`src/rtl/oag_pkg.sv`:
```
// Shared types, field layout, constants and address helpers for the operand address generator.
// Assumes a 24-bit address space and 16-bit instruction units.
`default_nettype none
package oag_pkg;
    // Addressing modes, sub-forms by extension length
    typedef enum logic [3:0] {
        AM_REGD, AM_IND, AM_DISP16, AM_DISP24, AM_POSTINC, AM_PREDEC, AM_ABS8, AM_ABS16,
        AM_ABS24, AM_IMM8, AM_IMM16, AM_IMM32, AM_PCREL8, AM_PCREL16, AM_MIND
    } oag_am_t;
    // Instruction classes that limit the modes
    typedef enum logic [2:0] {
        CL_ARITH, CL_XFER, CL_BIT_SET, CL_BIT_STORE, CL_BIT_TEST, CL_BRANCH, CL_JUMP
    } oag_cls_t;
    // Operand sizes
    localparam logic [1:0] SZ_BYTE = 2'h0;
    localparam logic [1:0] SZ_WORD = 2'h1;
    localparam logic [1:0] SZ_LONG = 2'h2;
    // Field positions in the first unit
    localparam int OP_LO = 12;
    localparam int OP2_LO = 8;
    localparam int REG2_LO = 4;
    localparam int RM_LO = 0;
    // Fixed values
    localparam logic [15:0] WORD_RST = 16'h0000;
    localparam logic [15:0] ABS8_FILL = 16'hFFFF;
    localparam logic [15:0] MIND_TOP = 16'h0000;
    localparam logic [7:0] EXT24_TOP = 8'h00;
    localparam logic [23:0] M1_MASK = 24'h0FFFFF;
    localparam logic [23:0] UNIT_BYTES = 24'h000002;

    // Extension units following the first unit
    function automatic logic [1:0] ext_units(input oag_am_t am);
        case (am)
            AM_DISP16, AM_ABS16, AM_IMM16, AM_PCREL16: ext_units = 2'h1;
            AM_DISP24, AM_ABS24, AM_IMM32: ext_units = 2'h2;
            default: ext_units = 2'h0;
        endcase
    endfunction

    // Register step for increment and decrement
    function automatic logic [31:0] size_step(input logic [1:0] sz);
        case (sz)
            SZ_BYTE: size_step = 32'h00000001;
            SZ_WORD: size_step = 32'h00000002;
            default: size_step = 32'h00000004;
        endcase
    endfunction

    // Even forcing and 1-Mbyte truncation of a formed address
    function automatic logic [23:0] fix_addr(input logic [23:0] a, input logic even, input logic m1);
        logic [23:0] t;
        t = {a[23:1], a[0] & ~even};
        fix_addr = m1 ? (t & M1_MASK) : t;
    endfunction

    // Sign extension of short displacements
    function automatic logic [23:0] sext8(input logic [7:0] d);
        sext8 = {{16{d[7]}}, d};
    endfunction
    function automatic logic [23:0] sext16(input logic [15:0] d);
        sext16 = {{8{d[15]}}, d};
    endfunction
endpackage
`default_nettype wire

```
`src/rtl/oag_decoder.sv`:
```
// Operand address generator: takes 16-bit instruction units, splits the fields and forms addresses.
// Assumes upstream decode supplies mode, class and size with the first unit, and that
// the register file answers reg_value and bit_reg_value in the same cycle as the index.
`timescale 1ns/100ps
`default_nettype none
module oag_decoder (
    // Clock and reset
    input wire logic clock,
    input wire logic rst,
    // Instruction unit stream
    input wire logic word_valid,
    input wire logic [15:0] word_data,
    output logic word_ready,
    // Decode qualifiers, sampled with the first unit
    input wire logic [3:0] am_in,
    input wire logic [2:0] cls_in,
    input wire logic [1:0] size_in,
    input wire logic bit_from_reg,
    input wire logic [23:0] pc_in,
    input wire logic mode_1m,
    // Register file read
    output logic [2:0] reg_index,
    input wire logic [31:0] reg_value,
    output logic [3:0] bit_reg_index,
    input wire logic [7:0] bit_reg_value,
    // Memory indirect pointer fetch
    output logic ind_req,
    output logic [23:0] ind_addr,
    input wire logic ind_ack,
    input wire logic [31:0] ind_data,
    // Results
    output logic done,
    output logic illegal,
    output logic [23:0] ea,
    output logic [23:0] target,
    output logic [31:0] imm,
    output logic wb_valid,
    output logic [2:0] wb_index,
    output logic [31:0] wb_data,
    // Fields
    output logic [3:0] operation_field,
    output logic [3:0] op2_field,
    output logic [3:0] cond_field,
    output logic [2:0] rd_index,
    output logic rd_half,
    output logic [1:0] rd_size,
    output logic [2:0] bit_num,
    output logic [1:0] trap_vec,
    output logic [2:0] implied_imm,
    output logic rmw_byte
);
    typedef enum logic [1:0] {S_IDLE, S_EXT, S_CALC, S_IND} oag_state_t;

    oag_state_t state_q; // Sequencer state
    logic [15:0] w0_q; // First unit
    logic [31:0] ext_q; // Extension, first unit high
    logic [1:0] left_q; // Extension units still due
    oag_pkg::oag_am_t am_q; // Captured mode
    oag_pkg::oag_cls_t cls_q; // Captured class
    logic [1:0] size_q; // Captured size
    logic bfr_q; // Bit number from register
    logic m1_q; // Captured 1-Mbyte mode
    logic [23:0] pc_q; // Address after last unit taken
    logic [31:0] regv_q; // Register value used by last result
    logic legal; // Mode allowed for class
    logic [23:0] c_ea; // Calculated operand address
    logic [23:0] c_tgt; // Calculated branch target
    logic [31:0] c_imm; // Calculated immediate
    logic c_wb; // Write-back needed
    logic [31:0] c_wbd; // Write-back value
    logic c_bad; // 24-bit extension top not zero
    logic take; // Unit accepted this cycle

    // Units taken only while collecting
    assign word_ready = (state_q == S_IDLE) || (state_q == S_EXT);
    assign take = word_valid && word_ready;
    // Address register always the low three bits of rm
    assign reg_index = w0_q[oag_pkg::RM_LO +: 3];
    assign bit_reg_index = w0_q[oag_pkg::REG2_LO +: 4];
    assign ind_req = (state_q == S_IND);

    // Sequencer
    always_ff @(posedge clock or posedge rst) begin
        if (rst) begin
            state_q <= S_IDLE;
        end else begin
            case (state_q)
                // First unit decides how many follow
                S_IDLE: if (take) begin
                    state_q <= (oag_pkg::ext_units(oag_pkg::oag_am_t'(am_in)) == 2'h0) ? S_CALC : S_EXT;
                end
                // Last extension unit ends collection
                S_EXT: if (take && left_q == 2'h1) begin
                    state_q <= S_CALC;
                end
                // Pointer fetch only for memory indirect
                S_CALC: state_q <= (am_q == oag_pkg::AM_MIND && legal) ? S_IND : S_IDLE;
                S_IND: if (ind_ack) begin
                    state_q <= S_IDLE;
                end
                default: state_q <= S_IDLE;
            endcase
        end
    end

    // Unit capture and program counter tracking
    always_ff @(posedge clock or posedge rst) begin
        if (rst) begin
            w0_q <= oag_pkg::WORD_RST;
            ext_q <= 32'h00000000;
            left_q <= 2'h0;
            pc_q <= 24'h000000;
        end else if (take) begin
            if (state_q == S_IDLE) begin
                // Opening unit
                w0_q <= word_data;
                ext_q <= 32'h00000000;
                left_q <= oag_pkg::ext_units(oag_pkg::oag_am_t'(am_in));
                pc_q <= pc_in + oag_pkg::UNIT_BYTES;
            end else begin
                // Extension unit, shifts in from the low end
                ext_q <= {ext_q[15:0], word_data};
                left_q <= left_q - 2'h1;
                pc_q <= pc_q + oag_pkg::UNIT_BYTES;
            end
        end
    end

    // Qualifier capture
    always_ff @(posedge clock or posedge rst) begin
        if (rst) begin
            am_q <= oag_pkg::AM_REGD;
            cls_q <= oag_pkg::CL_ARITH;
            size_q <= oag_pkg::SZ_BYTE;
            bfr_q <= 1'b0;
            m1_q <= 1'b0;
        end else if (take && state_q == S_IDLE) begin
            am_q <= oag_pkg::oag_am_t'(am_in);
            cls_q <= oag_pkg::oag_cls_t'(cls_in);
            // Bit modify ops always move one byte
            size_q <= (cls_in == oag_pkg::CL_BIT_SET || cls_in == oag_pkg::CL_BIT_STORE) ? oag_pkg::SZ_BYTE : size_in;
            bfr_q <= bit_from_reg;
            m1_q <= mode_1m;
        end
    end

    // Mode legality per class
    always_comb begin
        case (cls_q)
            // Register or immediate only
            oag_pkg::CL_ARITH: legal = am_q == oag_pkg::AM_REGD || am_q == oag_pkg::AM_IMM8 ||
                am_q == oag_pkg::AM_IMM16 || am_q == oag_pkg::AM_IMM32;
            // Everything but relative and memory indirect
            oag_pkg::CL_XFER: legal = am_q != oag_pkg::AM_PCREL8 && am_q != oag_pkg::AM_PCREL16 &&
                am_q != oag_pkg::AM_MIND;
            // Stores take bit number from the immediate only
            oag_pkg::CL_BIT_SET, oag_pkg::CL_BIT_TEST, oag_pkg::CL_BIT_STORE:
                legal = (am_q == oag_pkg::AM_REGD || am_q == oag_pkg::AM_IND || am_q == oag_pkg::AM_ABS8) &&
                    !(bfr_q && cls_q == oag_pkg::CL_BIT_STORE);
            oag_pkg::CL_BRANCH: legal = am_q == oag_pkg::AM_PCREL8 || am_q == oag_pkg::AM_PCREL16;
            oag_pkg::CL_JUMP: legal = am_q == oag_pkg::AM_IND || am_q == oag_pkg::AM_ABS24 ||
                am_q == oag_pkg::AM_MIND;
            default: legal = 1'b0;
        endcase
    end

    // Address arithmetic
    oag_ea_calc u_calc (
        .am(am_q),
        .size(size_q),
        .w0(w0_q),
        .ext(ext_q),
        .regv(reg_value),
        .pcn(pc_q),
        .ind_data(ind_data),
        .m1(m1_q),
        .ea(c_ea),
        .target(c_tgt),
        .imm(c_imm),
        .wb_en(c_wb),
        .wb_data(c_wbd),
        .bad_ext(c_bad)
    );

    // Pointer address held for the whole fetch
    always_ff @(posedge clock or posedge rst) begin
        if (rst) begin
            ind_addr <= 24'h000000;
        end else if (state_q == S_CALC) begin
            ind_addr <= c_ea;
        end
    end

    // Result registers, updated when a decode completes
    always_ff @(posedge clock or posedge rst) begin
        if (rst) begin
            done <= 1'b0;
            illegal <= 1'b0;
            ea <= 24'h000000;
            target <= 24'h000000;
            imm <= 32'h00000000;
            wb_valid <= 1'b0;
            wb_index <= 3'h0;
            wb_data <= 32'h00000000;
            regv_q <= 32'h00000000;
        end else begin
            done <= 1'b0;
            wb_valid <= 1'b0;
            if (state_q == S_CALC && !(am_q == oag_pkg::AM_MIND && legal)) begin
                // Single-step result
                done <= 1'b1;
                illegal <= !legal || c_bad;
                ea <= c_ea;
                target <= c_tgt;
                imm <= c_imm;
                wb_valid <= c_wb && legal;
                wb_index <= reg_index;
                wb_data <= c_wbd;
                regv_q <= reg_value;
            end else if (state_q == S_IND && ind_ack) begin
                // Target from fetched pointer
                done <= 1'b1;
                illegal <= 1'b0;
                ea <= ind_addr;
                target <= c_tgt;
                imm <= 32'h00000000;
            end
        end
    end

    // Field extraction, stable from capture
    always_ff @(posedge clock or posedge rst) begin
        if (rst) begin
            operation_field <= 4'h0;
            op2_field <= 4'h0;
            cond_field <= 4'h0;
            rd_index <= 3'h0;
            rd_half <= 1'b0;
            rd_size <= oag_pkg::SZ_BYTE;
            bit_num <= 3'h0;
            trap_vec <= 2'h0;
            implied_imm <= 3'h0;
            rmw_byte <= 1'b0;
        end else if (state_q == S_CALC) begin
            operation_field <= w0_q[oag_pkg::OP_LO +: 4];
            op2_field <= w0_q[oag_pkg::OP2_LO +: 4];
            cond_field <= (cls_q == oag_pkg::CL_BRANCH) ? w0_q[oag_pkg::OP2_LO +: 4] : 4'h0;
            // Byte: high/low half; word: general/extended half; long: whole
            rd_index <= w0_q[oag_pkg::RM_LO +: 3];
            rd_half <= (size_q == oag_pkg::SZ_LONG) ? 1'b0 : w0_q[oag_pkg::RM_LO + 3];
            rd_size <= size_q;
            bit_num <= bfr_q ? bit_reg_value[2:0] : w0_q[oag_pkg::REG2_LO +: 3];
            trap_vec <= w0_q[oag_pkg::REG2_LO +: 2];
            // Implied value 1, 2 or 4
            case (w0_q[oag_pkg::REG2_LO + 2 +: 2])
                2'h0: implied_imm <= 3'h1;
                2'h1: implied_imm <= 3'h2;
                default: implied_imm <= 3'h4;
            endcase
            rmw_byte <= (cls_q == oag_pkg::CL_BIT_SET || cls_q == oag_pkg::CL_BIT_STORE);
        end
    end

    // Checks on the formed results
    a_done_single: assert property (@(posedge clock) disable iff (rst) done |=> !done) else $error("done longer than one cycle");
    // Unit sequencing: long immediate collects two more units, last one closes collection
    a_unit_count: assert property (@(posedge clock) disable iff (rst)
        (take && state_q == S_IDLE && am_in == oag_pkg::AM_IMM32) |=> (state_q == S_EXT && left_q == 2'h2))
        else $error("long immediate did not expect two units");
    a_ext_close: assert property (@(posedge clock) disable iff (rst)
        (take && state_q == S_EXT && left_q == 2'h1) |=> (state_q == S_CALC))
        else $error("last extension unit did not end collection");
    a_ret_idle: assert property (@(posedge clock) disable iff (rst) done |-> word_ready)
        else $error("not ready for next unit with done");
    a_addr_1m: assert property (@(posedge clock) disable iff (rst) (done && m1_q) |-> (ea[23:20] == 4'h0 && target[23:20] == 4'h0))
        else $error("1-Mbyte address not truncated");
    a_even_align: assert property (@(posedge clock) disable iff (rst)
        (done && size_q != oag_pkg::SZ_BYTE && am_q != oag_pkg::AM_IMM8) |-> !ea[0] && !target[0])
        else $error("odd word address");
    a_abs8_fill: assert property (@(posedge clock) disable iff (rst)
        (done && am_q == oag_pkg::AM_ABS8 && !m1_q) |-> ea[23:1] == {oag_pkg::ABS8_FILL, w0_q[7:1]})
        else $error("short absolute not filled with ones");
    a_abs16_sext: assert property (@(posedge clock) disable iff (rst)
        (done && am_q == oag_pkg::AM_ABS16 && !m1_q) |-> ea[23:16] == {8{ext_q[15]}})
        else $error("16-bit absolute not sign extended");
    a_postinc_step: assert property (@(posedge clock) disable iff (rst)
        (done && am_q == oag_pkg::AM_POSTINC && !illegal) |-> wb_valid && wb_data == regv_q + oag_pkg::size_step(size_q)
        && ea[23:1] == oag_pkg::fix_addr(regv_q[23:0], 1'b0, m1_q) >> 1)
        else $error("post-increment wrong");
    a_predec_step: assert property (@(posedge clock) disable iff (rst)
        (done && am_q == oag_pkg::AM_PREDEC && !illegal) |-> wb_valid && wb_data == regv_q - oag_pkg::size_step(size_q)
        && ea[23:1] == oag_pkg::fix_addr(wb_data[23:0], 1'b0, m1_q) >> 1)
        else $error("pre-decrement wrong");
    a_pcrel_target: assert property (@(posedge clock) disable iff (rst)
        (done && am_q == oag_pkg::AM_PCREL8) |-> target == oag_pkg::fix_addr(pc_q + oag_pkg::sext8(w0_q[7:0]), 1'b1, m1_q))
        else $error("relative target wrong");
    a_mind_fetch: assert property (@(posedge clock) disable iff (rst)
        (ind_req && ind_ack) |=> done && target == oag_pkg::fix_addr($past(ind_data[23:0]), 1'b1, m1_q) && ind_addr[23:8] == 16'h0000)
        else $error("memory indirect target wrong");
    a_rmw_byte: assert property (@(posedge clock) disable iff (rst)
        (done && (cls_q == oag_pkg::CL_BIT_SET || cls_q == oag_pkg::CL_BIT_STORE)) |-> rmw_byte && rd_size == oag_pkg::SZ_BYTE)
        else $error("bit modify not byte wide");
    a_arith_modes: assert property (@(posedge clock) disable iff (rst)
        (done && cls_q == oag_pkg::CL_ARITH && am_q == oag_pkg::AM_IND) |-> illegal)
        else $error("arithmetic with memory mode accepted");
    // Bit operand, immediate and pointer hold checks
    a_bit_store_reg: assert property (@(posedge clock) disable iff (rst)
        (done && cls_q == oag_pkg::CL_BIT_STORE && bfr_q) |-> illegal)
        else $error("store with register bit number accepted");
    a_imm8_value: assert property (@(posedge clock) disable iff (rst)
        (done && am_q == oag_pkg::AM_IMM8) |-> imm == {24'h000000, w0_q[7:0]})
        else $error("short immediate wrong");
    a_ind_hold: assert property (@(posedge clock) disable iff (rst)
        (ind_req && !ind_ack) |=> ind_req && $stable(ind_addr))
        else $error("pointer fetch dropped before answer");
endmodule // oag_decoder
`default_nettype wire

```
`src/rtl/oag_ea_calc.sv`:
```
// Combinational address arithmetic for every addressing mode.
// Assumes the caller holds all inputs stable for the cycle in which it samples the outputs.
`timescale 1ns/100ps
`default_nettype none
module oag_ea_calc (
    // Decoded instruction
    input wire logic [3:0] am,
    input wire logic [1:0] size,
    input wire logic [15:0] w0,
    input wire logic [31:0] ext,
    // Operand sources
    input wire logic [31:0] regv,
    input wire logic [23:0] pcn,
    input wire logic [31:0] ind_data,
    input wire logic m1,
    // Results
    output logic [23:0] ea,
    output logic [23:0] target,
    output logic [31:0] imm,
    output logic wb_en,
    output logic [31:0] wb_data,
    output logic bad_ext
);
    logic [23:0] raw; // Unmasked operand address
    logic [23:0] traw; // Unmasked branch target
    logic [31:0] sum; // Register plus displacement
    logic even; // Operand needs even address

    // Address forming per mode
    always_comb begin
        raw = 24'h000000;
        traw = 24'h000000;
        imm = 32'h00000000;
        wb_en = 1'b0;
        wb_data = 32'h00000000;
        bad_ext = 1'b0;
        sum = regv + ((am == oag_pkg::AM_DISP16) ? {{16{ext[15]}}, ext[15:0]} : ext);
        case (am)
            // Register low bits only
            oag_pkg::AM_IND: raw = regv[23:0];
            oag_pkg::AM_DISP16: raw = sum[23:0];
            oag_pkg::AM_DISP24: begin
                raw = sum[23:0];
                bad_ext = (ext[31:24] != oag_pkg::EXT24_TOP);
            end
            // Access first, whole register stepped after
            oag_pkg::AM_POSTINC: begin
                raw = regv[23:0];
                wb_en = 1'b1;
                wb_data = regv + oag_pkg::size_step(size);
            end
            // Step first, stepped value is the address
            oag_pkg::AM_PREDEC: begin
                wb_en = 1'b1;
                wb_data = regv - oag_pkg::size_step(size);
                raw = wb_data[23:0];
            end
            oag_pkg::AM_ABS8: raw = {oag_pkg::ABS8_FILL, w0[7:0]};
            oag_pkg::AM_ABS16: raw = oag_pkg::sext16(ext[15:0]);
            oag_pkg::AM_ABS24: begin
                raw = ext[23:0];
                bad_ext = (ext[31:24] != oag_pkg::EXT24_TOP);
            end
            // Operand straight from the units
            oag_pkg::AM_IMM8: imm = {24'h000000, w0[7:0]};
            oag_pkg::AM_IMM16: imm = {16'h0000, ext[15:0]};
            oag_pkg::AM_IMM32: imm = ext;
            // Next-instruction address plus displacement
            oag_pkg::AM_PCREL8: traw = pcn + oag_pkg::sext8(w0[7:0]);
            oag_pkg::AM_PCREL16: traw = pcn + oag_pkg::sext16(ext[15:0]);
            // Pointer in page zero, top byte of the longword dropped
            oag_pkg::AM_MIND: begin
                raw = {oag_pkg::MIND_TOP, w0[7:0]};
                traw = ind_data[23:0];
            end
            default: raw = 24'h000000;
        endcase
    end

    // Longword pointer fetch is always even
    assign even = (size != oag_pkg::SZ_BYTE) || (am == oag_pkg::AM_MIND);
    assign ea = oag_pkg::fix_addr(raw, even, m1);
    assign target = oag_pkg::fix_addr(traw, 1'b1, m1);
endmodule // oag_ea_calc
`default_nettype wire

```
`config.mk`:
```
export PLATFORM = sky130hd
export DESIGN_NAME = oag_decoder
export DESIGN_NICKNAME = d
export VERILOG_FILES = /design/src/rtl/oag_pkg.sv /design/src/rtl/oag_decoder.sv /design/src/rtl/oag_ea_calc.sv
export SDC_FILE = /design/constraint.sdc
export NUM_CORES = 1
export LEC_CHECK = 0
export BUFFER_PORTS_ARGS = -buffer_cell sky130_fd_sc_hd__buf_2
export CAP_MARGIN = 20
export CORE_MARGIN = 3
export CORE_UTILIZATION = 40
export DETAILED_ROUTE_END_ITERATION = 16
export SETUP_SLACK_MARGIN = 0.15
export SYNTH_ARGS = -nofsm -noshare
export SYNTH_HDL_FRONTEND = slang
export SYNTH_SLANG_ARGS = --single-unit
```
`constraint.sdc`:
```
create_clock -name clock -period 10.6 [get_ports clock]
set_clock_uncertainty 0.2 [all_clocks]
set_input_delay 2.65 -clock clock [delete_from_list [all_inputs] [get_ports clock]]
set_output_delay 2.65 -clock clock [all_outputs]
set_load 0.02 [all_outputs]
```
==> metrics.md, run 1 <==
| Metric | Value |
|---|---|
| Class of the tightest hold or removal check | reg -> reg |
| Share of Yosys cell area claimed by the top area cell type | between 30% and 40% |
| Sequential share of power | 28.7% |
| Arrival time reported for the critical path endpoint | 6.25 ns |
| Power density of the placed cells | 333 nW/um2 |
| Depth of the worst hold-timing path | 2 |
| Final RePlAce weighted congestion | ~0.9 |
| Via count of the first global-routing pass | 15,500 |
| Antenna violations before repair | 9 |
| Maximum number of pins on one net before global-route repair | 83 |
| Fillcell total | approximately 4,000 |
| Number of CTS-inserted buffers | 30 |
| Data required time of the worst path | 10.85 ns |
| Number of unique standard cell types used by synthesis | 91 |
| Yosys synthesis warning count | 0 |
| DP Worst Slack | 4.09 ns |
| Placement row count | 73 |
| Hold buffer count at cts | 0 |
| Largest voltage drop on the vdd net | 0.203 mV |
| Synthesized instance count | 2,002 |
| Flip-flop and latch count after synthesis | 255 |
| Worst-path clk slew | about 0.060 ns |
| Remaining global-route overflow | 0 |
| Wirelength per Cell | 22.0 um |
| Syn avg cell area | 8.18 um2 |
| Die boundary height | 208 um |
| Share of layout cells above drive strength 1 | a little under a fifth |
| Count of routing violations after the opening detailed-route iteration | between 1,500 and 2,000 |
| Clock Path Buffers | 3 |
| Largest fanout on the critical path | 9 |
| Synth-to-Final Area Change | 16.9% |
| Switching component of the power | roughly 3.2 mW |
| Setup repair after global routing missed its margin | false |
| Post-route fraction of the period consumed by the critical path | 56.6% |
| Synth Net Count | 2,190 |
| Clock Sink Count | 255 |
| Fraction of registers with async set or reset after synthesis | 100% |
| Post-synth design cell area | 16,400 um2 |
| Fraction of the yosys area taken by sequential cells | between 30% and 40% |
| Number of gates given a new drive strength after cts | 0 |
| I/O Pins | 305 |
| Width of the die | 208 um |
| Number of vias after detailed routing | 16,400 |
| Status | complete, no violations |
| CTS tree | done |
| Core footprint | 40,100 um2 |
| Smallest setup slack after layout | between 4 and 5 ns |
| Capture endpoint of the worst hold path | rd_index[1] |
| Post-route core utilization | 47.8% |
| Number of post-CTS setup repair buffers | 0 |
| Combinational Power Share | 56.0% |
| Net count of the finished layout | 2,408 |
| Switching portion of total power | between 50% and 60% |
| Vias per std cell | 5.93 |
| Reported max-cap violation count | 0 |
| Leak Pwr | 9.27 nW |
| Critical path start-end classification | in -> reg |
| R2r startpoint | am_q[0] |
| Overall power | 6.38 mW |
| Peak Freq | 167 MHz |
| Clock power share | 15.3% |
| HPWL after detailed placement | 43.3 mm |
| Count of TritonRoute iterations in the first routing pass | 6 |
| Category of the worst setup path launch point | input port |
| Effective utilization at floorplan | 40.9% |
| Nature of the critical path endpoint | register |
| Top cell type by total area after synthesis | dfrtp_1 |
| Worst max-slew margin expressed relative to the limit | about a fifth |
| Shortest period the worst path allows | ~6 ns |
| Max H-tree Level | 1 |
| Number of I/O port buffers | 289 |
| Hold wc startpoint | rd_index[1] |
| Leading cell types by total area after synthesis | dfrtp_1 (39%), nand2_1 (10%), o21ai_0 (4.6%), ha_1 (4.4%), nor2_1 (3.5%) |
| Number of design rule violations left after detail routing | 0 |
| GR Util All Layers | around 27% |
| Top_reg_cell synth | dfrtp_1 |
| Depth of the worst register-to-register path | 11 |
| Reg-to-reg slack, setup | 5.63 ns |
| Root buffer selected by CTS | clkbuf_16 |
| Source-to-sink clock delay at the later pin of the worst-skew pair | 0.58 ns |
| Die Area | 43,400 um2 |
| First-pass GRT wire length | 93.3 mm |
| Area occupied by multi-input gates | 9360 um2 |
| Cell internal power dissipation | 3.16 mW |
| Capture instance of the worst register-to-register path | ind_addr[18] |
| Slew at the pin with the worst max-slew slack | 1.18 ns |
| Total detailed-routing wirelength | 60.9 mm |
| Remaining number of nets flagged by the antenna check after routing | 0 |
| Final sum of negative setup slack | 0 ns |
| Number of endpoints with negative hold slack in the final report | 0 |
| Count of pins over their slew limit | 0 |
| Sequential cell area in the final layout | 6380 um2 |
| Number of enable-type register cells in the synthesized netlist | 0 |
| Finish-stage setup viols | 0 |
-- stage by stage --
stage | area (um2) | hold WS, ns | instances
after global routing | 19200 | 0.292 | 2769
after floorplan | 16400 | 0.239 | 2002
after CTS | 19100 | 0.276 | 2765
after detailed placement | 18200 | 0.260 | 2713
after global placement | 18200 | 0.252 | 2710
final | 19200 | 0.269 | 2771
-- routing by layer --
layer  track usage, %  wire length, um
met1             37.5            26700
met2             43.6            28300
met3             4.33             4490
met4             6.58             1340
met5                0               41
-- registers in the layout, summed over array words and instances (netlist names), 16 cells and up --
signal,cells
ext_q,32
imm,32
wb_data,32
ea,24
ind_addr,24
pc_q,24
target,23
w0_q,16
-- Yosys cell counts (15+ instances only) --
master / number
a22o_1: 27
and3_1: 23
clkbuf_1: 109
a211oi_1: 16
xnor2_1: 42
xor2_1: 30
a21o_1: 30
nand2b_1: 18
nand3_1: 89
nor2b_1: 16
inv_1: 31
or3_1: 15
ha_1: 57
nand2_1: 436
a31oi_1: 24
o22ai_1: 20
buf_1: 16
nor3_1: 22
o21a_1: 15
o211ai_1: 17
dfrtp_1: 255
nor2_1: 152
a21oi_1: 107
o21ai_0: 149
a221oi_1: 24
a22oi_1: 28
mux2i_1: 22
-- power groups by stage --
| stage | clock, mW | sequential (mW) | combinational (mW) |
|---|---|---|---|
| after CTS | 0.996 | 1.82 | 3.55 |
| after floorplan | 0 | 1.92 | 2.24 |
| after global routing | 1.04 | 1.87 | 3.92 |
| final | 0.978 | 1.83 | 3.57 |
| after global placement | 0 | 1.82 | 3.48 |
| after detailed placement | 0 | 1.84 | 3.53 |
-- placed cells by master (no fill, tap or decap), types with 8 or more instances in the layout --
master	instances
o31ai_1	8
nand3_1	89
nor2_1	147
clkbuf_16	30
nand4_1	10
nand2b_1	17
dfrtp_1	254
a21oi_1	107
xor2_1	30
mux2i_1	22
or2_2	11
and2_1	11
and3_1	23
o21ai_0	149
a31oi_1	24
a22oi_1	28
nor2b_1	15
nand2_1	434
o21a_1	15
ha_1	57
nor3_1	21
o221ai_1	9
or3_1	15
a221oi_1	24
a22o_1	27
nor4_1	9
inv_1	30
xnor2_1	42
o211ai_1	17
a211oi_1	16
buf_4	34
a221o_1	11
mux2_2	9
clkbuf_1	8
buf_2	289
a21o_1	30
o22ai_1	20
and4_1	8
-- layout make-up --
class | count | share of cell area, %
Antenna cell | 6 | 0.0784
Clock buffer | 42 | 4.36
Clock inverter | 10 | 0.398
Inverter | 33 | 0.686
Multi-Input combinational cell | 1577 | 48.9
Sequential cell | 255 | 33.3
Tap cell | 525 | 3.43
Timing Repair Buffer | 323 | 8.88
-- critical path, stage by stage --
cell,delay (ns)
buf_2,0.14
inv_1,0.09
ha_1,0.18
inv_1,0.06
fa_1,0.45
a2111oi_1,0.37
buf_4,0.21
nand3_2,0.22
or4b_1,0.73
nor4b_2,0.49
nand2_1,0.14
xnor2_1,0.16
a221oi_1,0.29
nor2_1,0.07
-- worst max path at each step --
stage,startpoint,endpoint,slack [ns]
global placement,reg_value[0],wb_data[30],4.13
global route,reg_value[0],wb_data[30],4.37
floorplan,rst,am_q[0],0.74
finish,reg_value[0],wb_data[30],4.60
CTS,reg_value[0],wb_data[30],4.67
detailed placement,reg_value[0],wb_data[30],4.09
-- cells by family after synthesis --
group / after synthesis / share of synthesized area (%)
other: 1 / 0.0229
AOI/OAI and AO/OA: 555 / 22.4
and+or+nand+nor: 856 / 23.6
buffers and inverters: 170 / 4.20
DFF: 255 / 38.9
xor gates and xnor gates: 72 / 3.85
muxes: 32 / 2.10
adders and majority gates: 61 / 4.84
Power figures use the tool's default switching activity.
==> run 2, diff against run 1 <==
Clock period 10.6 ns to 5.9 ns, I/O delays scaled along.
==> run 2 against run 1 <==
  * Clock power increased by 86%
  * Flip-flop and latch count did not move
  * Final cell count unchanged
  * Sequential share of layout area fell by 0.089 points
  * Critical path depth fell by 2
  * Worst setup slack worse by 3.6 ns
  * Register-to-register slack lost 4.6 ns
  * Largest cell class unchanged
==> metrics.md, run 2 (synthesized netlist as in run 1, its figures left out) <==
| Metric | Value |
|---|---|
| Status | complete, no violations |
| Via count of the first global-routing pass | 15,600 |
| Largest fanout on the critical path | 25 |
| Clock Path Buffers | 3 |
| Wirelength per Cell | 21.7 um |
| Remaining number of nets flagged by the antenna check after routing | 0 |
| Count of routing violations after the opening detailed-route iteration | 1,595 |
| Power density of the placed cells | 597 nW/um2 |
| Shortest period the worst path allows | ~4.9 ns |
| Source-to-sink clock delay at the later pin of the worst-skew pair | 0.56 ns |
| Number of I/O port buffers | roughly 290 |
| Remaining global-route overflow | 0 |
| Slew at the pin with the worst max-slew slack | 1.17 ns |
| Nature of the critical path endpoint | register |
| Placement row count | 73 |
| Number of CTS-inserted buffers | 30 |
| Peak Freq | 206 MHz |
| Antenna violations before repair | 7 |
| Final sum of negative setup slack | 0 ns |
| Finish-stage setup viols | 0 |
| Vias per std cell | 5.89 |
| Data required time of the worst path | between 6 and 7 ns |
| Share of layout cells above drive strength 1 | 18.5% |
| Registers with the most flip-flops | ext_q: 32 flops, imm: 32 flops, wb_data: 32 flops |
| Hold buffer count at cts | 0 |
| Die boundary height | 208 um |
| First-pass GRT wire length | 92.7 mm |
| Max H-tree Level | 1 |
| Largest voltage drop on the vdd net | 0.285 mV |
| Class of the tightest hold or removal check | reg -> reg |
| CTS tree | done |
| Final RePlAce weighted congestion | 0.927 |
| Root buffer selected by CTS | clkbuf_16 |
| Number of gates given a new drive strength after cts | 0 |
| Number of vias after detailed routing | roughly 16,000 |
| Maximum number of pins on one net before global-route repair | about 110 |
| Number of endpoints with negative hold slack in the final report | 0 |
| Number of cells in the design after placement | about 2,700 |
| Number of design rule violations left after detail routing | 0 |
| Total detailed-routing wirelength | 60.0 mm |
| Leak Pwr | ~9.3 nW |
| Setup repair after global routing missed its margin | false |
| Core footprint | 40,100 um2 |
| Number of post-CTS setup repair buffers | 0 |
| Synth-to-Final Area Change | 17.2% |
| I/O Pins | 305 |
| Worst-path clk slew | roughly 0.060 ns |
| Final instance count without filler cells | ~2,800 |
| Post-route fraction of the period consumed by the critical path | between 80% and 90% |
| Fillcell total | around 4,000 |
| Reg-to-reg slack, setup | 1.04 ns |
| Critical path start-end classification | reg -> reg |
| Clock Sink Count | 255 |
| Width of the die | 208 um |
| Arrival time reported for the critical path endpoint | around 5.1 ns |
| Most frequent cells in the layout | nand2_1 (434), buf_2 (289), dfrtp_1 (254) |
| GR Util All Layers | 26.6% |
| Category of the worst setup path launch point | register |
| Net count of the finished layout | 2,406 |
| HPWL after detailed placement | 43.1 mm |
| Count of pins over their slew limit | 0 |
| Effective utilization at floorplan | 40.9% |
| Worst max-slew margin expressed relative to the limit | 19.7% |
| Most common cell after layout, fill and taps aside | nand2_1 |
| Reported max-cap violation count | 0 |
| Die Area | 43,400 um2 |
| Count of TritonRoute iterations in the first routing pass | 5 |
==> run 2: worst paths after layout <==
kind / cells past startpoint / endpoint / from
hold / removal: 2 / operation_field[2] / w0_q[14]
min in group asynchronous: 2 / ext_q[27] / rst
setup reg to reg: 12 / ind_addr[18] / am_q[1]
max in group asynchronous: 3 / bit_num[1] / rst
hold reg to reg: 2 / operation_field[2] / w0_q[14]
setup / recovery: 12 / ind_addr[18] / am_q[1]
==> run 2: final cells by class <==
| cell class | count | area [um2] | share of cell area, % |
|---|---|---|---|
| Multi-Input combinational cell | 1577 | 9360 | 48.7 |
| Sequential cell | 255 | 6380 | 33.2 |
| Timing Repair Buffer | 321 | 1710 | 8.91 |
| Clock buffer | 44 | 875 | 4.55 |
| Tap cell | 525 | 657 | 3.42 |
| Inverter | 33 | 128 | 0.664 |
| Clock inverter | 9 | 80.1 | 0.417 |
| Antenna cell | 7 | 17.5 | 0.0912 |
==> run 2: report_power, final <==
| group | internal [mW] | total [mW] | switching [mW] |
|---|---|---|---|
| clock network | 1.06 | 1.82 | 0.752 |
| registers | 2.45 | 3.37 | 0.918 |
| logic | 2.23 | 6.27 | 4.05 |
==> run 2: worst max-delay path: stages, from the launching register on <==
cell	delay, ns
dfrtp_1	0.85
buf_4	0.40
nand2_1	0.32
o21ai_0	0.24
nand2_1	0.10
ha_1	0.37
nand3_1	0.16
or3_1	0.36
o22ai_1	0.15
a41oi_1	0.10
o311a_1	0.23
a2111oi_0	0.99
o21ai_0	0.20
==> run 2: through the flow <==
step / cell area (um2) / setup slack [ns] / hold WS, ns / total power, mW / util [%]
finish: 19200 / 1.04 / 0.268 / 11.5 / 47.9
global route: 19200 / 0.785 / 0.300 / 12.3 / 47.9
CTS: 19200 / 1.12 / 0.274 / 11.5 / 47.9
detailed placement: 18200 / 0.582 / 0.258 / 9.62 / 45.5
global placement: 18200 / 0.577 / 0.256 / 9.52 / 45.5
floorplan: 16400 / 0.867 / 0.239 / 7.48 / -
==> run 2: metal layers <==
metal / part of all wire [%] / global-route usage (%) / vias up / wire [um]
met5: 0.057 / 0 / - / 34
met4: 3.1 / 8.14 / 4 / 1840
met3: 8.0 / 4.75 / 121 / 4830
met2: 45 / 41.8 / 663 / 27000
met1: 44 / 37.5 / 7922 / 26300
li1: - / - / 7600 / -
==> run 3, diff against run 2 <==
Clock period 5.9 ns to 4.7 ns, I/O delays scaled along.
==> run 3 against run 2 <==
  * Die area unchanged
  * Highest routed layer unchanged
  * Flip-flop and latch count is the same
  * Sequential share of layout area fell by 0.65 points
  * Sequential power is 21% higher
  * Wire length up 1.6%
  * Via count increased by 0.12%
  * Critical path depth increased by 2
  * Largest power group unchanged
  * Hold slack lost 0.0026 ns
  * First-iteration DRC count fell by 0.75%
==> metrics.md, run 3 (synthesized netlist as in run 1, its figures left out) <==
| Metric | Value |
|---|---|
| Shortest period the worst path allows | 4.15 ns |
| Count of TritonRoute iterations in the first routing pass | 5 |
| Vias per std cell | about 5.8 |
| Via count of the first global-routing pass | between 15,000 and 20,000 |
| Nature of the critical path endpoint | register |
| Slew at the pin with the worst max-slew slack | 1.07 ns |
| Net count of the finished layout | 2,447 |
| Source-to-sink clock delay at the later pin of the worst-skew pair | about 0.59 ns |
| Wirelength per Cell | 21.7 um |
| HPWL after detailed placement | between 40 and 50 mm |
| Clock power share | between 15 and 20% |
| DP Worst Slack | 0.0526 ns |
| Most common cell after layout, fill and taps aside | nand2_1 |
| CP bufs+invs | 3 |
| Width of the die | 208 um |
| Smallest setup slack after layout | 0.549 ns |
| Core footprint | 40,100 um2 |
| Worst-path clk slew | around 0.060 ns |
| Die boundary height | 208 um |
| Count of pins over their slew limit | 0 |
| Delay of the slowest critical-path stage | 0.67 ns |
| Most frequent cells in the layout | nand2_1 (434), buf_2 (290), dfrtp_1 (254) |
| Worst max-slew margin expressed relative to the limit | 28.5% |
| Critical path start-end classification | reg -> reg |
| Registers with the most flip-flops | ext_q: 32 flops, imm: 32 flops, wb_data: 32 flops |
| Chain of cells forming the critical path | nor2_1 -> ha_1 -> inv_1 -> fa_1 -> a2111oi_2 -> buf_4 -> nand3_2 -> or4b_1 -> and2_1 -> o21ai_0 -> o311ai_0 -> o21ai_0 -> buf_4 -> o21ai_0 |
| Reported max-cap violation count | 0 |
| Root buffer selected by CTS | clkbuf_16 |
| Post-route fraction of the period consumed by the critical path | 88.3% |
| Arrival time reported for the critical path endpoint | 4.39 ns |
| Effective utilization at floorplan | 40.9% |
| Leak Pwr | ~9.5 nW |
| Combinational Power Share | 55.8% |
| Capture instance of the worst register-to-register path | ea[20] |
| Most common cell type on the critical path | o21ai_0 |
| Capture endpoint of the worst hold path | wb_data[11] |
| Cell internal power dissipation | approximately 7.4 mW |
| Number of I/O port buffers | between 200 and 300 |
| Number of vias after detailed routing | 16,300 |
| Peak Freq | 241 MHz |
| Number of gates given a new drive strength after cts | 0 |
| Antenna violations before repair | 6 |
| Total detailed-routing wirelength | 61.0 mm |
| Number of CTS-inserted buffers | 31 |
| Share of layout cells above drive strength 1 | 20.3% |
| Die Area | 43,400 um2 |
| First-pass GRT wire length | between 90 and 100 mm |
| Remaining number of nets flagged by the antenna check after routing | 0 |
| I/O Pins | just over 300 |
| Hold buffer count at cts | 0 |
| Data required time of the worst path | 4.94 ns |
| Hold wc startpoint | wb_data[11] |
| Cell depth of the worst setup path | 14 |
| Number of post-CTS setup repair buffers | 0 |
| Placement row count | 73 |
| Remaining global-route overflow | 0 |
| Worst-path cell with the longest stage delay | or4b_1 |
| Final hold slack | approximately 0.27 ns |
| Synth-to-Final Area Change | 19.6% |
| Clock Sink Count | 255 |
| Depth of the worst hold-timing path | 2 |
| Depth of the worst register-to-register path | 14 |
| Largest fanout on the critical path | 6 |
| Maximum number of pins on one net before global-route repair | between 80 and 90 |
| Number of design rule violations left after detail routing | 0 |
| Largest voltage drop on the vdd net | 0.369 mV |
| Family of cells with the greatest summed delay on the critical path | simple AND/OR/NAND/NOR gates |
| Fillcell total | around 4,000 |
| Category of the worst setup path launch point | register |
| GR Util All Layers | 26.9% |
| R2r startpoint | size_q[0] |
| Power density of the placed cells | 752 nW/um2 |
| Final RePlAce weighted congestion | between 0.9 and 1 |
| Status | complete, no violations |
| Number of endpoints with negative hold slack in the final report | 0 |
| Switching portion of total power | 49.6% |
| CTS tree | done |
| Clock Path Buffers | 3 |
| Count of routing violations after the opening detailed-route iteration | between 1,500 and 2,000 |
| Switching component of the power | roughly 7.3 mW |
| Setup repair after global routing missed its margin | false |
| Reg-to-reg slack, setup | roughly 0.55 ns |
| Max H-tree Level | 1 |
| Sequential share of power | 27.6% |
| Class of the tightest hold or removal check | reg -> reg |
| Finish-stage setup viols | 0 |
[run 3: cell count changes in the layout (fill, tap and decap cells not counted), moves of 5 or more]
cell and change:
clkinvlp_4 +6, clkbuf_1 -5, buf_4 +38, diode_2 -5
[run 3: layout make-up]
cell class / instances / area [um2] / area share [%]
diodes: 2 / 5.00 / 0.0255
clock buffers: 40 / 870 / 4.44
clock inverters: 16 / 166 / 0.849
inverters: 33 / 128 / 0.651
multi-input cells: 1577 / 9360 / 47.8
flip-flops and latches: 255 / 6380 / 32.6
well taps: 525 / 657 / 3.35
repair buffers: 361 / 2020 / 10.3
[run 3: worst max-delay path by stage]
stage | from | end | slack, ns
2_1_floorplan | rst | am_q[0] | -0.03
3_3_place_gp | reg_value[0] | wb_data[30] | 0.14
3_5_place_dp | reg_value[0] | ea[20] | 0.05
4_1_cts | size_q[0] | ea[20] | 0.58
5_1_grt | size_q[0] | ea[20] | 0.28
6_report | size_q[0] | ea[20] | 0.55
[run 3: per-stage QoR]
step | instances | utilization [%] | total power [mW] | setup TNS [ns] | cell area (um2)
floorplan | 2002 | - | 9.39 | -8.32 | 16400
global placement | 2748 | 46.2 | 12.1 | 0 | 18500
detailed placement | 2751 | 46.3 | 12.2 | 0 | 18600
CTS | 2807 | 48.9 | 14.7 | 0 | 19600
global route | 2807 | 48.9 | 15.8 | 0 | 19600
finish | 2809 | 48.9 | 14.7 | 0 | 19600
[run 3: worst register-to-register path, stage by stage, from the launching register on]
cell	delay, ns
dfrtp_1	0.42
nor2_1	0.33
ha_1	0.25
inv_1	0.06
fa_1	0.40
a2111oi_2	0.33
buf_4	0.21
nand3_2	0.11
or4b_1	0.68
and2_1	0.23
o21ai_0	0.13
o311ai_0	0.14
o21ai_0	0.27
buf_4	0.18
o21ai_0	0.07
[run 3: per-layer routing]
metal / up-vias / part of all wire [%] / GRT usage (%)
met5: - / 0.13 / 0
met4: 8 / 2.3 / 6.95
met3: 82 / 7.0 / 3.92
met2: 629 / 46 / 42.9
met1: 7927 / 44 / 38.3
li1: 7684 / - / -
[run 3: power groups by stage]
stage | combinational [mW] | sequential [mW] | clock [mW]
detailed placement | 8.15 | 4.09 | 0
finish | 8.22 | 4.07 | 2.44
CTS | 8.19 | 4.06 | 2.48
global placement | 8.05 | 4.07 | 0
floorplan | 5.06 | 4.33 | 0
global route | 9.03 | 4.17 | 2.57
